**config.mk**
```make
export PLATFORM = sky130hd
export DESIGN_NAME = sbse_exec
export DESIGN_NICKNAME = d
export VERILOG_FILES = /design/src/shared/sbse_pkg.sv /design/src/shared/sbse_shift_if.sv /design/src/design/sbse_exec.sv /design/src/design/sbse_shifter.sv
export SDC_FILE = /design/constraint.sdc
export NUM_CORES = 1
export LEC_CHECK = 0
export BUFFER_PORTS_ARGS = -buffer_cell sky130_fd_sc_hd__buf_2
export CAP_MARGIN = 20
export CORE_ASPECT_RATIO = 0.6
export CORE_MARGIN = 2
export CORE_UTILIZATION = 51
export DETAILED_ROUTE_END_ITERATION = 12
export GPL_TIMING_DRIVEN = 0
export PLACE_DENSITY = 0.86
export SLEW_MARGIN = 30
export SYNTH_ARGS = -nofsm -noshare
export SYNTH_HDL_FRONTEND = slang
export SYNTH_SLANG_ARGS = --single-unit
```
**constraint.sdc**
```tcl
create_clock -name clock_i -period 2.8 [get_ports clock_i]
set_input_delay 0.14 -clock clock_i [delete_from_list [all_inputs] [get_ports clock_i]]
set_output_delay 0.14 -clock clock_i [all_outputs]
set_load 0.005 [all_outputs]
```
**src/shared/sbse_pkg.sv**
```systemverilog
// constants and types for the shift and byte store execute slice
package sbse_pkg;
	localparam logic [5:0] OP_RTYPE = 6'h3A;
	localparam logic [5:0] OP_STB = 6'h05;
	localparam logic [5:0] OP_STBIO = 6'h25;
	localparam logic [5:0] XOP_SLLI = 6'h12;
	localparam logic [5:0] XOP_SRA = 6'h3B;
	localparam logic [5:0] XOP_SRAI = 6'h3A;
	localparam logic [5:0] XOP_SRL = 6'h1B;
	localparam logic [5:0] XOP_SRLI = 6'h1A;
	localparam int A_HI = 31;
	localparam int A_LO = 27;
	localparam int B_HI = 26;
	localparam int B_LO = 22;
	localparam int C_HI = 21;
	localparam int C_LO = 17;
	localparam int X_HI = 16;
	localparam int X_LO = 11;
	localparam int SH_HI = 10;
	localparam int SH_LO = 6;
	localparam int OFS_HI = 21;
	localparam int OFS_LO = 6;
	localparam int OP_HI = 5;
	localparam int OP_LO = 0;
	localparam logic [31:0] RESET_WORD = 32'h0000_0000;
	typedef enum logic [2:0] {
		SBSE_SH_SLL = 3'h1,
		SBSE_SH_SRL = 3'h2,
		SBSE_SH_SRA = 3'h4
	} sbse_shift_t;
	typedef enum logic [1:0] {
		SBSE_IDLE = 2'h1,
		SBSE_BUSY = 2'h2
	} sbse_state_t;
endpackage

```
**src/shared/sbse_shift_if.sv**
```systemverilog
// request carrier between decoder and shifter
`timescale 1ns/1ns
interface sbse_shift_if;
	logic [31:0] value;
	logic [4:0] amount;
	sbse_pkg::sbse_shift_t kind;
	logic [31:0] result;
	modport requester (output value, output amount, output kind, input result);
	modport shifter (input value, input amount, input kind, output result);
endinterface

```
**src/design/sbse_exec.sv**
```systemverilog
// shift and byte store execute slice
// Operation
// - slli shifts left by immediate, zero fill
// - sra shifts by register low bits, sign fill
// - srai shifts right by immediate, sign fill
// - srl shifts by register low bits, zero fill
// - srli shifts right by immediate, zero fill
// - r-type fields decoded at fixed positions
// - byte address is base plus signed offset
// - store fields and opcodes 05 or 25
// - cached byte store may stay in cache
// - io store bypasses cache, always on bus
// - without cache, io store equals plain store
// - byte store reports six data exceptions
`timescale 1ns/1ns
module sbse_exec
	import sbse_pkg::*;
#(
	parameter bit HAS_DCACHE = 1'b1
) (
	// clock and reset
	input wire logic clock_i,
	input wire logic srst_i,
	// instruction issue
	input wire logic issue_i,
	input wire logic [31:0] instr_i,
	input wire logic [31:0] first_source_i,
	input wire logic [31:0] second_source_i,
	output logic accept_o,
	// register file indices
	output logic [4:0] first_source_register_o,
	output logic [4:0] second_source_register_o,
	// destination write-back
	output logic wb_valid_o,
	output logic [4:0] destination_register_o,
	output logic [31:0] wb_data_o,
	// byte store to cache or bus
	output logic st_valid_o,
	output logic st_bypass_o,
	output logic [31:0] st_addr_o,
	output logic [7:0] st_data_o,
	input wire logic st_ready_i,
	// address checks from translation and protection
	input wire logic exc_super_i,
	input wire logic exc_misalign_i,
	input wire logic exc_perm_wr_i,
	input wire logic exc_fast_miss_i,
	input wire logic exc_double_miss_i,
	input wire logic exc_region_i,
	output logic exc_valid_o,
	output logic [5:0] exc_cause_o,
	// instruction not handled here
	output logic unsupported_o
);
	typedef struct packed {
		sbse_state_t state;
		logic wb_valid;
		logic [4:0] dest;
		logic [31:0] wb_data;
		logic st_valid;
		logic st_bypass;
		logic [31:0] st_addr;
		logic [7:0] st_data;
		logic exc_valid;
		logic [5:0] exc_cause;
	} sbse_state_reg_t;

	sbse_state_reg_t r;
	sbse_state_reg_t next_r;
	sbse_shift_if sh ();

	logic [5:0] opcode;
	logic [5:0] xop;
	logic [4:0] shift_amount_field;
	logic [15:0] signed_offset_field;
	logic is_shift;
	logic is_store;
	logic [5:0] exc_vec;

	// field extraction
	assign opcode = instr_i[OP_HI:OP_LO];
	assign xop = instr_i[X_HI:X_LO];
	assign shift_amount_field = instr_i[SH_HI:SH_LO];
	assign signed_offset_field = instr_i[OFS_HI:OFS_LO];
	assign first_source_register_o = instr_i[A_HI:A_LO];
	assign second_source_register_o = instr_i[B_HI:B_LO];
	assign is_store = (opcode == OP_STB) || (opcode == OP_STBIO);
	assign is_shift = (opcode == OP_RTYPE) && ((xop == XOP_SLLI) || (xop == XOP_SRA)
		|| (xop == XOP_SRAI) || (xop == XOP_SRL) || (xop == XOP_SRLI));
	assign exc_vec = {exc_region_i, exc_double_miss_i, exc_fast_miss_i,
		exc_perm_wr_i, exc_misalign_i, exc_super_i};

	// register operands use only bits 4..0; immediates use the field
	always_comb begin
		sh.value = first_source_i;
		sh.amount = shift_amount_field;
		sh.kind = SBSE_SH_SLL;
		unique case (xop)
			XOP_SRA: begin
				sh.amount = second_source_i[4:0];
				sh.kind = SBSE_SH_SRA;
			end
			XOP_SRAI: sh.kind = SBSE_SH_SRA;
			XOP_SRL: begin
				sh.amount = second_source_i[4:0];
				sh.kind = SBSE_SH_SRL;
			end
			XOP_SRLI: sh.kind = SBSE_SH_SRL;
			default: sh.kind = SBSE_SH_SLL;
		endcase
	end

	sbse_shifter u_shifter (
		.sh(sh.shifter)
	);

	// a store waits in BUSY until taken, so new work is refused meanwhile
	assign accept_o = (r.state == SBSE_IDLE);

	always_comb begin
		next_r = r;
		next_r.wb_valid = 1'b0;
		next_r.exc_valid = 1'b0;
		if (r.state == SBSE_BUSY && st_ready_i) begin
			next_r.st_valid = 1'b0;
			next_r.state = SBSE_IDLE;
		end
		if (r.state == SBSE_IDLE && issue_i) begin
			if (is_shift) begin
				// full word written in one cycle, zero amount passes through
				next_r.wb_valid = 1'b1;
				next_r.dest = instr_i[C_HI:C_LO];
				next_r.wb_data = sh.result;
			end else if (is_store) begin
				if (|exc_vec) begin
					// a faulting store never reaches memory
					next_r.exc_valid = 1'b1;
					next_r.exc_cause = exc_vec;
				end else begin
					next_r.st_valid = 1'b1;
					next_r.st_addr = first_source_i + {{16{signed_offset_field[15]}}, signed_offset_field};
					next_r.st_data = second_source_i[7:0];
					// cached form may be held by the cache io form goes to bus
					next_r.st_bypass = HAS_DCACHE && (opcode == OP_STBIO);
					next_r.state = SBSE_BUSY;
				end
			end
		end
	end

	always_ff @(posedge clock_i) begin
		if (srst_i) begin
			r <= '{state: SBSE_IDLE, wb_valid: 1'b0, dest: 5'h00, wb_data: RESET_WORD,
				st_valid: 1'b0, st_bypass: 1'b0, st_addr: RESET_WORD, st_data: 8'h00,
				exc_valid: 1'b0, exc_cause: 6'h00};
		end else begin
			r <= next_r;
		end
	end

	assign wb_valid_o = r.wb_valid;
	assign destination_register_o = r.dest;
	assign wb_data_o = r.wb_data;
	assign st_valid_o = r.st_valid;
	assign st_bypass_o = r.st_bypass;
	assign st_addr_o = r.st_addr;
	assign st_data_o = r.st_data;
	assign exc_valid_o = r.exc_valid;
	assign exc_cause_o = r.exc_cause;
	assign unsupported_o = issue_i && accept_o && !is_shift && !is_store;

	a_slli_result: assert property (@(posedge clock_i) disable iff (srst_i)
		accept_o && issue_i && opcode == OP_RTYPE && xop == XOP_SLLI
		|=> wb_valid_o && wb_data_o == ($past(first_source_i) << $past(shift_amount_field)))
		else $error("slli result wrong");
	a_sra_result: assert property (@(posedge clock_i) disable iff (srst_i)
		accept_o && issue_i && opcode == OP_RTYPE && xop == XOP_SRA
		|=> wb_data_o == $unsigned($signed($past(first_source_i)) >>> $past(second_source_i[4:0])))
		else $error("sra result wrong");
	a_srai_result: assert property (@(posedge clock_i) disable iff (srst_i)
		accept_o && issue_i && opcode == OP_RTYPE && xop == XOP_SRAI
		|=> wb_data_o == $unsigned($signed($past(first_source_i)) >>> $past(shift_amount_field)))
		else $error("srai result wrong");
	a_srl_result: assert property (@(posedge clock_i) disable iff (srst_i)
		accept_o && issue_i && opcode == OP_RTYPE && xop == XOP_SRL
		|=> wb_data_o == ($past(first_source_i) >> $past(second_source_i[4:0])))
		else $error("srl result wrong");
	a_srli_result: assert property (@(posedge clock_i) disable iff (srst_i)
		accept_o && issue_i && opcode == OP_RTYPE && xop == XOP_SRLI
		|=> wb_data_o == ($past(first_source_i) >> $past(shift_amount_field)))
		else $error("srli result wrong");
	a_dest_index: assert property (@(posedge clock_i) disable iff (srst_i)
		accept_o && issue_i && is_shift |=> destination_register_o == $past(instr_i[C_HI:C_LO]))
		else $error("destination index wrong");
	a_store_addr: assert property (@(posedge clock_i) disable iff (srst_i)
		accept_o && issue_i && is_store && exc_vec == 6'h00
		|=> st_valid_o && st_addr_o == $past(first_source_i) + {{16{$past(instr_i[21])}}, $past(instr_i[21:6])}
		&& st_data_o == $past(second_source_i[7:0]))
		else $error("store address or data wrong");
	a_store_op: assert property (@(posedge clock_i) disable iff (srst_i)
		$rose(st_valid_o) |-> $past(opcode) == OP_STB || $past(opcode) == OP_STBIO)
		else $error("store from wrong opcode");
	a_io_bypass: assert property (@(posedge clock_i) disable iff (srst_i)
		$rose(st_valid_o) |-> st_bypass_o == (HAS_DCACHE && $past(opcode) == OP_STBIO))
		else $error("bypass flag wrong");
	a_store_hold: assert property (@(posedge clock_i) disable iff (srst_i)
		st_valid_o && !st_ready_i |=> st_valid_o && $stable(st_addr_o))
		else $error("store dropped before taken");
	a_exc_blocks: assert property (@(posedge clock_i) disable iff (srst_i)
		accept_o && issue_i && is_store && exc_vec != 6'h00 |=> exc_valid_o && !st_valid_o)
		else $error("faulting store not trapped");
	a_zero_shift: assert property (@(posedge clock_i) disable iff (srst_i)
		accept_o && issue_i && is_shift && sh.amount == 5'h00 |=> wb_data_o == $past(first_source_i))
		else $error("zero shift changed source");
endmodule

```
**src/design/sbse_shifter.sv**
```systemverilog
// combinational 32-bit barrel shifter
`timescale 1ns/1ns
module sbse_shifter
	import sbse_pkg::*;
(
	sbse_shift_if.shifter sh
);
	always_comb begin
		unique case (sh.kind)
			SBSE_SH_SLL: sh.result = sh.value << sh.amount;
			SBSE_SH_SRA: sh.result = $unsigned($signed(sh.value) >>> sh.amount);
			default: sh.result = sh.value >> sh.amount;
		endcase
	end
endmodule

```
# Yosys cells after proc, flatten, opt, wreduce, memory -nomap -nowiden
# Cells that the tools add are included.
# totals
regBits,89
latchBits,0
ram_bits,0
romBits,0
in_bits,106
output_inout_bits,99
word_cells,65
memories,0
# classes
n_addsub,1
multipliers,0
n_div,0
magnitude_cmp,0
eq_ne,12
n_shift,3
n_mux,14
bitwise_logic,4
n_reduce_logical,21
# op_table
cell,count
49-bit 2-to-1 mux,2
89-bit 2-to-1 mux,1
32-bit case mux with 2 select lines,1
42-bit 2-to-1 mux,1
38-bit 2-to-1 mux,1
32-bit adder,1
32-bit by 5-bit left shift with 32-bit output,1
32-bit by 5-bit right shift with 32-bit output,1
32-bit by 5-bit >>> shifter with 32-bit output,1
"6-bit equality test, second input constant",4
"6-bit by 5-bit equality test with 1-bit output, second input constant",3
2-bit 2-to-1 mux,4
4-bit AND reduction,2
2-bit OR reduction,4
7-bit 2-to-1 mux,1
"6-bit by 3-bit equality test with 1-bit output, second input constant",1
3-bit case mux with 2 select lines,1
6-bit OR reduction,1
1-bit logical AND,5
1-bit logical OR,5
5-bit 2-to-1 mux,1
1-bit inverter,4
4-bit OR reduction,1
"3-bit by 1-bit equality test with 1-bit output, second input constant",1
other kinds (6),7

# Logic depth before layout (Yosys ltp)
# logic_depth
ltp_word,9
ltp_mapped,13

# Cells and area by module
# A second synthesis with hierarchy kept.
# hier_totals
hier_cells,1259
area_unflattened_um2,10357.4
# modules_own_cells
module,n_inst,cells_each,area_each_um2,seq_area_each_um2
sbse_exec,1,733,5670.4,1781.7
sbse_shifter,1,526,4687.0,0.0

# Least setup slack after synthesis
# Ideal clock, no wire load.
# synth_timing
path_type,input -> register
from,in instr_i[6]
to,"reg r, in the netlist st_addr_o[30]"
setup_time_ps,87
t_arrival_ps,2662
path_slack_ps,51
cell_stages,11
path_cell_list,ha_1 -> fa_1 -> a21o_1 -> a221oi_1 -> a21oi_1 -> a211oi_1 -> o211ai_1 -> a311oi_1 -> a21oi_1 -> xnor2_1 -> o31ai_1
# synth_between
elab_chain_cells,1
# synth_lines
element,line,rtl
from (decl),sbse_exec.sv:26,"input wire logic [31:0] instr_i,"
32-bit adder,sbse_exec.sv:141,"next_r.st_addr = first_source_i + {{16{signed_offset_field[15]}}, signed_offset_field};"
to (signal assigned),sbse_exec.sv:153,"r <= '{state: SBSE_IDLE, wb_valid: 1'b0, dest: 5'h00, wb_data: RESET_WORD,"
to (signal assigned),sbse_exec.sv:157,r <= next_r;
to (decl),sbse_exec.sv:68,sbse_state_reg_t r;
# Every way passes these cells.
# A chain may end at the register's enable or synchronous reset.

# Worst setup path after layout
# layout_timing
from,in instr_i[12]
to,"reg r, in the netlist wb_data_o[20]"
# layout_between
elab_chain_cells,7
word_cells_on_any_way,22
cone_classes,eq/ne: 7; shift: 3; mux: 3; reduce/logical: 9
# layout_lines
element
"parallel branches: the longest is 7 deep, another holds 32-bit by 5-bit right shift with 32-bit output"
# Parallel ways; which one is timed is not known.

==> summary.txt <==
Outcome
  – Status: finished with violations
  – Failing checks: negative setup slack

Detailed routing
  – Final wirelength: 48.5 mm
  – Initial detailed-routing violation count: 2333
  – DRC viols: 0
  – DR WL/cell: 28.3 um
  – Post-DRT Antenna Nets: 0
  – Via count: 11931
  – TritonRoute pass-1 iters: 7
  – Via/cell ratio: 6.95

Logic synthesis
  – Post-Syn Area: 9640 sq um
  – Post-Syn Nets: 1417
  – Post-synth top area share: 18.5%
  – Synth top area cells: dfxtp_1 18%, mux2i_1 9.2%, buf_4 8.0%, a21oi_1 7.3%, nand2_1 6.4%
  – Yosys reg bits: 89
  – Post-synthesis sequential area ratio: 18.5%
  – Area leader, netlist: dfxtp_1
  – Ys Warns: 0
  – Syn Area/Cell: 7.54 sq um
  – Synth Flop Type: dfxtp_1
  – Post-synth EDFFs: 0
  – Most instantiated cells after synthesis: 165 x nand2_1, 140 x a21oi_1, 103 x buf_4, 89 x dfxtp_1, 89 x mux2i_1
  – Ys async rst share: 0%
  – Synthesized instance count: 1279
  – Count leader, synth: nand2_1
  – Synth unique cells: 86

Timing
  – Setup TNS: -156 ps
  – Setup-failing EPs final: 5
  – Layout Skew: 11.4 ps
  – Fmax: 350 MHz
  – Slew margin rel.: 37.2%
  – Slew @ Worst Pin: 939 ps
  – Setup ws final: -55.0 ps
  – Max Slew Vio Count: 0
  – Fin crit share: 102%
  – Final hold vios: 0
  – RSZ-0062 raised after global routing: true
  – Fin crit period: 2850 ps

Power
  – Power, Total: 0.00433 W
  – Pwr dens: 376 nW/um^2
  – Leakage: 5.12 nW
  – Peak VDD IR: 0.285 mV

Critical path
  – CP required: 3040 ps
  – Setup CP Type: in2reg
  – Critical-path top delay cell: o21ai_0
  – Crit path DAT: 3100 ps
  – Largest delay share family, worst path: simple AND/OR/NAND/NOR gates
  – Most frequent CP cell: buf_6
  – CP Launch Type: input port
  – Crit-path cells: buf_2, and4b_1, buf_6, and3_1, nor2_4, buf_6, buf_4, mux2i_1, mux2i_2, nand2_1, a31oi_1, o21ai_0, a21oi_1
  – Slowest stage delay, CP: 430 ps
  – WP buf/inv: 4
  – Worst-path fanout max: 10
  – Crit end category: flip-flop

CTS
  – CTS hold repair buffers: 0
  – Cts bufs inserted: 9
  – CTS max path bufs: 2
  – CTS Sinks: 89
  – Clock slew at the register clock pins of the worst setup and hold paths: 70 ps
  – CTS Root Cell: clkbuf_16
  – CTS H-tree depth: 3
  – Clock Latency Late Sink: 370 ps
  – CTS tree: built

Place
  – Post-DP HPWL: 38.0 mm
  – RD Place Congestion: 1.19
  – Placed Cells: 1689
  – PortBufs: 170

Global routing
  – Largest net degree at the start of global routing: 19
  – Vias in the first global route: 10708
  – GRT overflow: 0
  – First-pass GRT wire length: 68.6 mm
  – Total track usage: 46.1%
  – Initial antenna violation count: 1

Layout
  – Fill count: 1648
  – Final non-filler cell total: 1716
  – Layout area overhead: 19.5%
  – Layout cells sized above 1: 30.8%
  – Layout net count: 1608
  – Post-layout util: 63.0%

Floorplan
  – Io pins: 205
  – Core Box Area: 18300 sq um
  – Num rows: 38
  – DIE WIDTH: 182 um
  – Die Y-Extent: 111 um
  – Die ar.: 20100 sq um
  – Starting Density: 52.7%

Flow run
  – Max-cap viol count: 0

Worst hold path
  – HP Class: in2reg
[path summary, 6_finish.rpt]
check                                               start                          to  slack [ps]  depth (start not counted)
worst max-delay path                          instr_i[12]  wb_data_o[20]$_SDFFE_PP0P_         -50                         13
worst min-delay path                   second_source_i[7]   st_data_o[7]$_SDFFE_PP0P_           6                          3
worst max register to register           r[87]$_SDFF_PP1_  wb_data_o[29]$_SDFFE_PP0P_         210                          7
worst min register to register  st_addr_o[7]$_SDFFE_PP0P_   st_addr_o[7]$_SDFFE_PP0P_         460                          2
[routing by layer]
metal	GRT usage (%)	wire length [um]	vias to the layer above
met2	57.5	17500	1136
met3	30.5	9470	160
met4	12.8	1520	8
met5	4.00	207	-
li1	-	-	5043
met1	62.5	19900	5584
[worst register-to-register path, delay by kind of cell, from the launching register on]
| family | cells | cell delay [ps] |
|---|---|---|
| compound gates | 2 | 410 |
| buf+inv | 2 | 1020 |
| flops | 1 | 370 |
| simple gates | 3 | 720 |
[power by group]
part	switching, W	internal (W)	total (W)
combinational	0.00121	0.000622	0.00183
clock	0.000621	0.000617	0.00124
sequential	0.000000632	0.00127	0.00127
[final cells by class]
cell class | count | area (sq um) | share of cell area [%]
clock inverter | 7 | 56.3 | 0.489
tap | 240 | 300 | 2.61
timing repair buffer | 180 | 931 | 8.08
sequential | 89 | 1780 | 15.5
buffer | 174 | 1160 | 10.1
inverter | 15 | 56.3 | 0.489
antenna | 1 | 2.50 | 0.0217
clock buffer | 9 | 225 | 1.95
multi-input combinational | 1001 | 7010 | 60.8
[layout by cell type (no fill, tap or decap), drive strengths merged, types with 6 or more instances in the layout]
master / n
a221oi: 11
nand2: 168
and2: 15
nor3: 19
nand3: 31
xor2: 9
nor2: 90
clkbuf: 59
o21ai: 86
a31oi: 21
mux4: 12
inv: 20
o211ai: 19
ha: 31
and3: 25
mux2i: 90
a211oi: 30
a21o: 20
xnor2: 17
o31ai: 8
a22oi: 6
or3: 6
a211o: 6
buf: 304
dfxtp: 89
a311oi: 9
a21oi: 141
mux2: 27
[through the flow]
stage                     cell area, sq um  hold slack, ps  setup slack [ps]
after floorplan                       9640             276              51.1
after global placement               10800             385              -973
after detailed placement             10800             394             -1110
after CTS                            11200            7.64              3.15
after global routing                 11500            12.0              -134
final                                11500            6.37             -55.0
[what timing repair did]
action	4_1_cts	5_1_grt
pin swaps	3	14
setup endpoints to repair	34	34
endpoints found under the hold margin	0	0
gates resized for setup	38	76
buffers inserted	2	8
[state kept, by name, summed over array words and instances (netlist names)]
| signal | flops |
|---|---|
| destination_register_o | 5 |
| exc_cause_o | 6 |
| exc_valid_o | 1 |
| r | 2 |
| st_addr_o | 32 |
| st_bypass_o | 1 |
| st_data_o | 8 |
| st_valid_o | 1 |
| wb_data_o | 32 |
| wb_valid_o | 1 |
[cell families (layout without fill, tap and decap cells)]
logic type	count (synthesis)	count (layout)	share of synthesized area, %
AO/OA/AOI/OAI	431	431	28.9
AND/OR/NAND/NOR	383	383	18.6
buffers and inverters	189	385	12.1
multiplexers	129	129	15.3
flip-flops	89	89	18.5
adder cells (fa/ha/maj)	32	32	4.23
XOR/XNOR	26	26	2.36
other	0	1	0
Note: power is estimated with default switching activity, not from simulation.
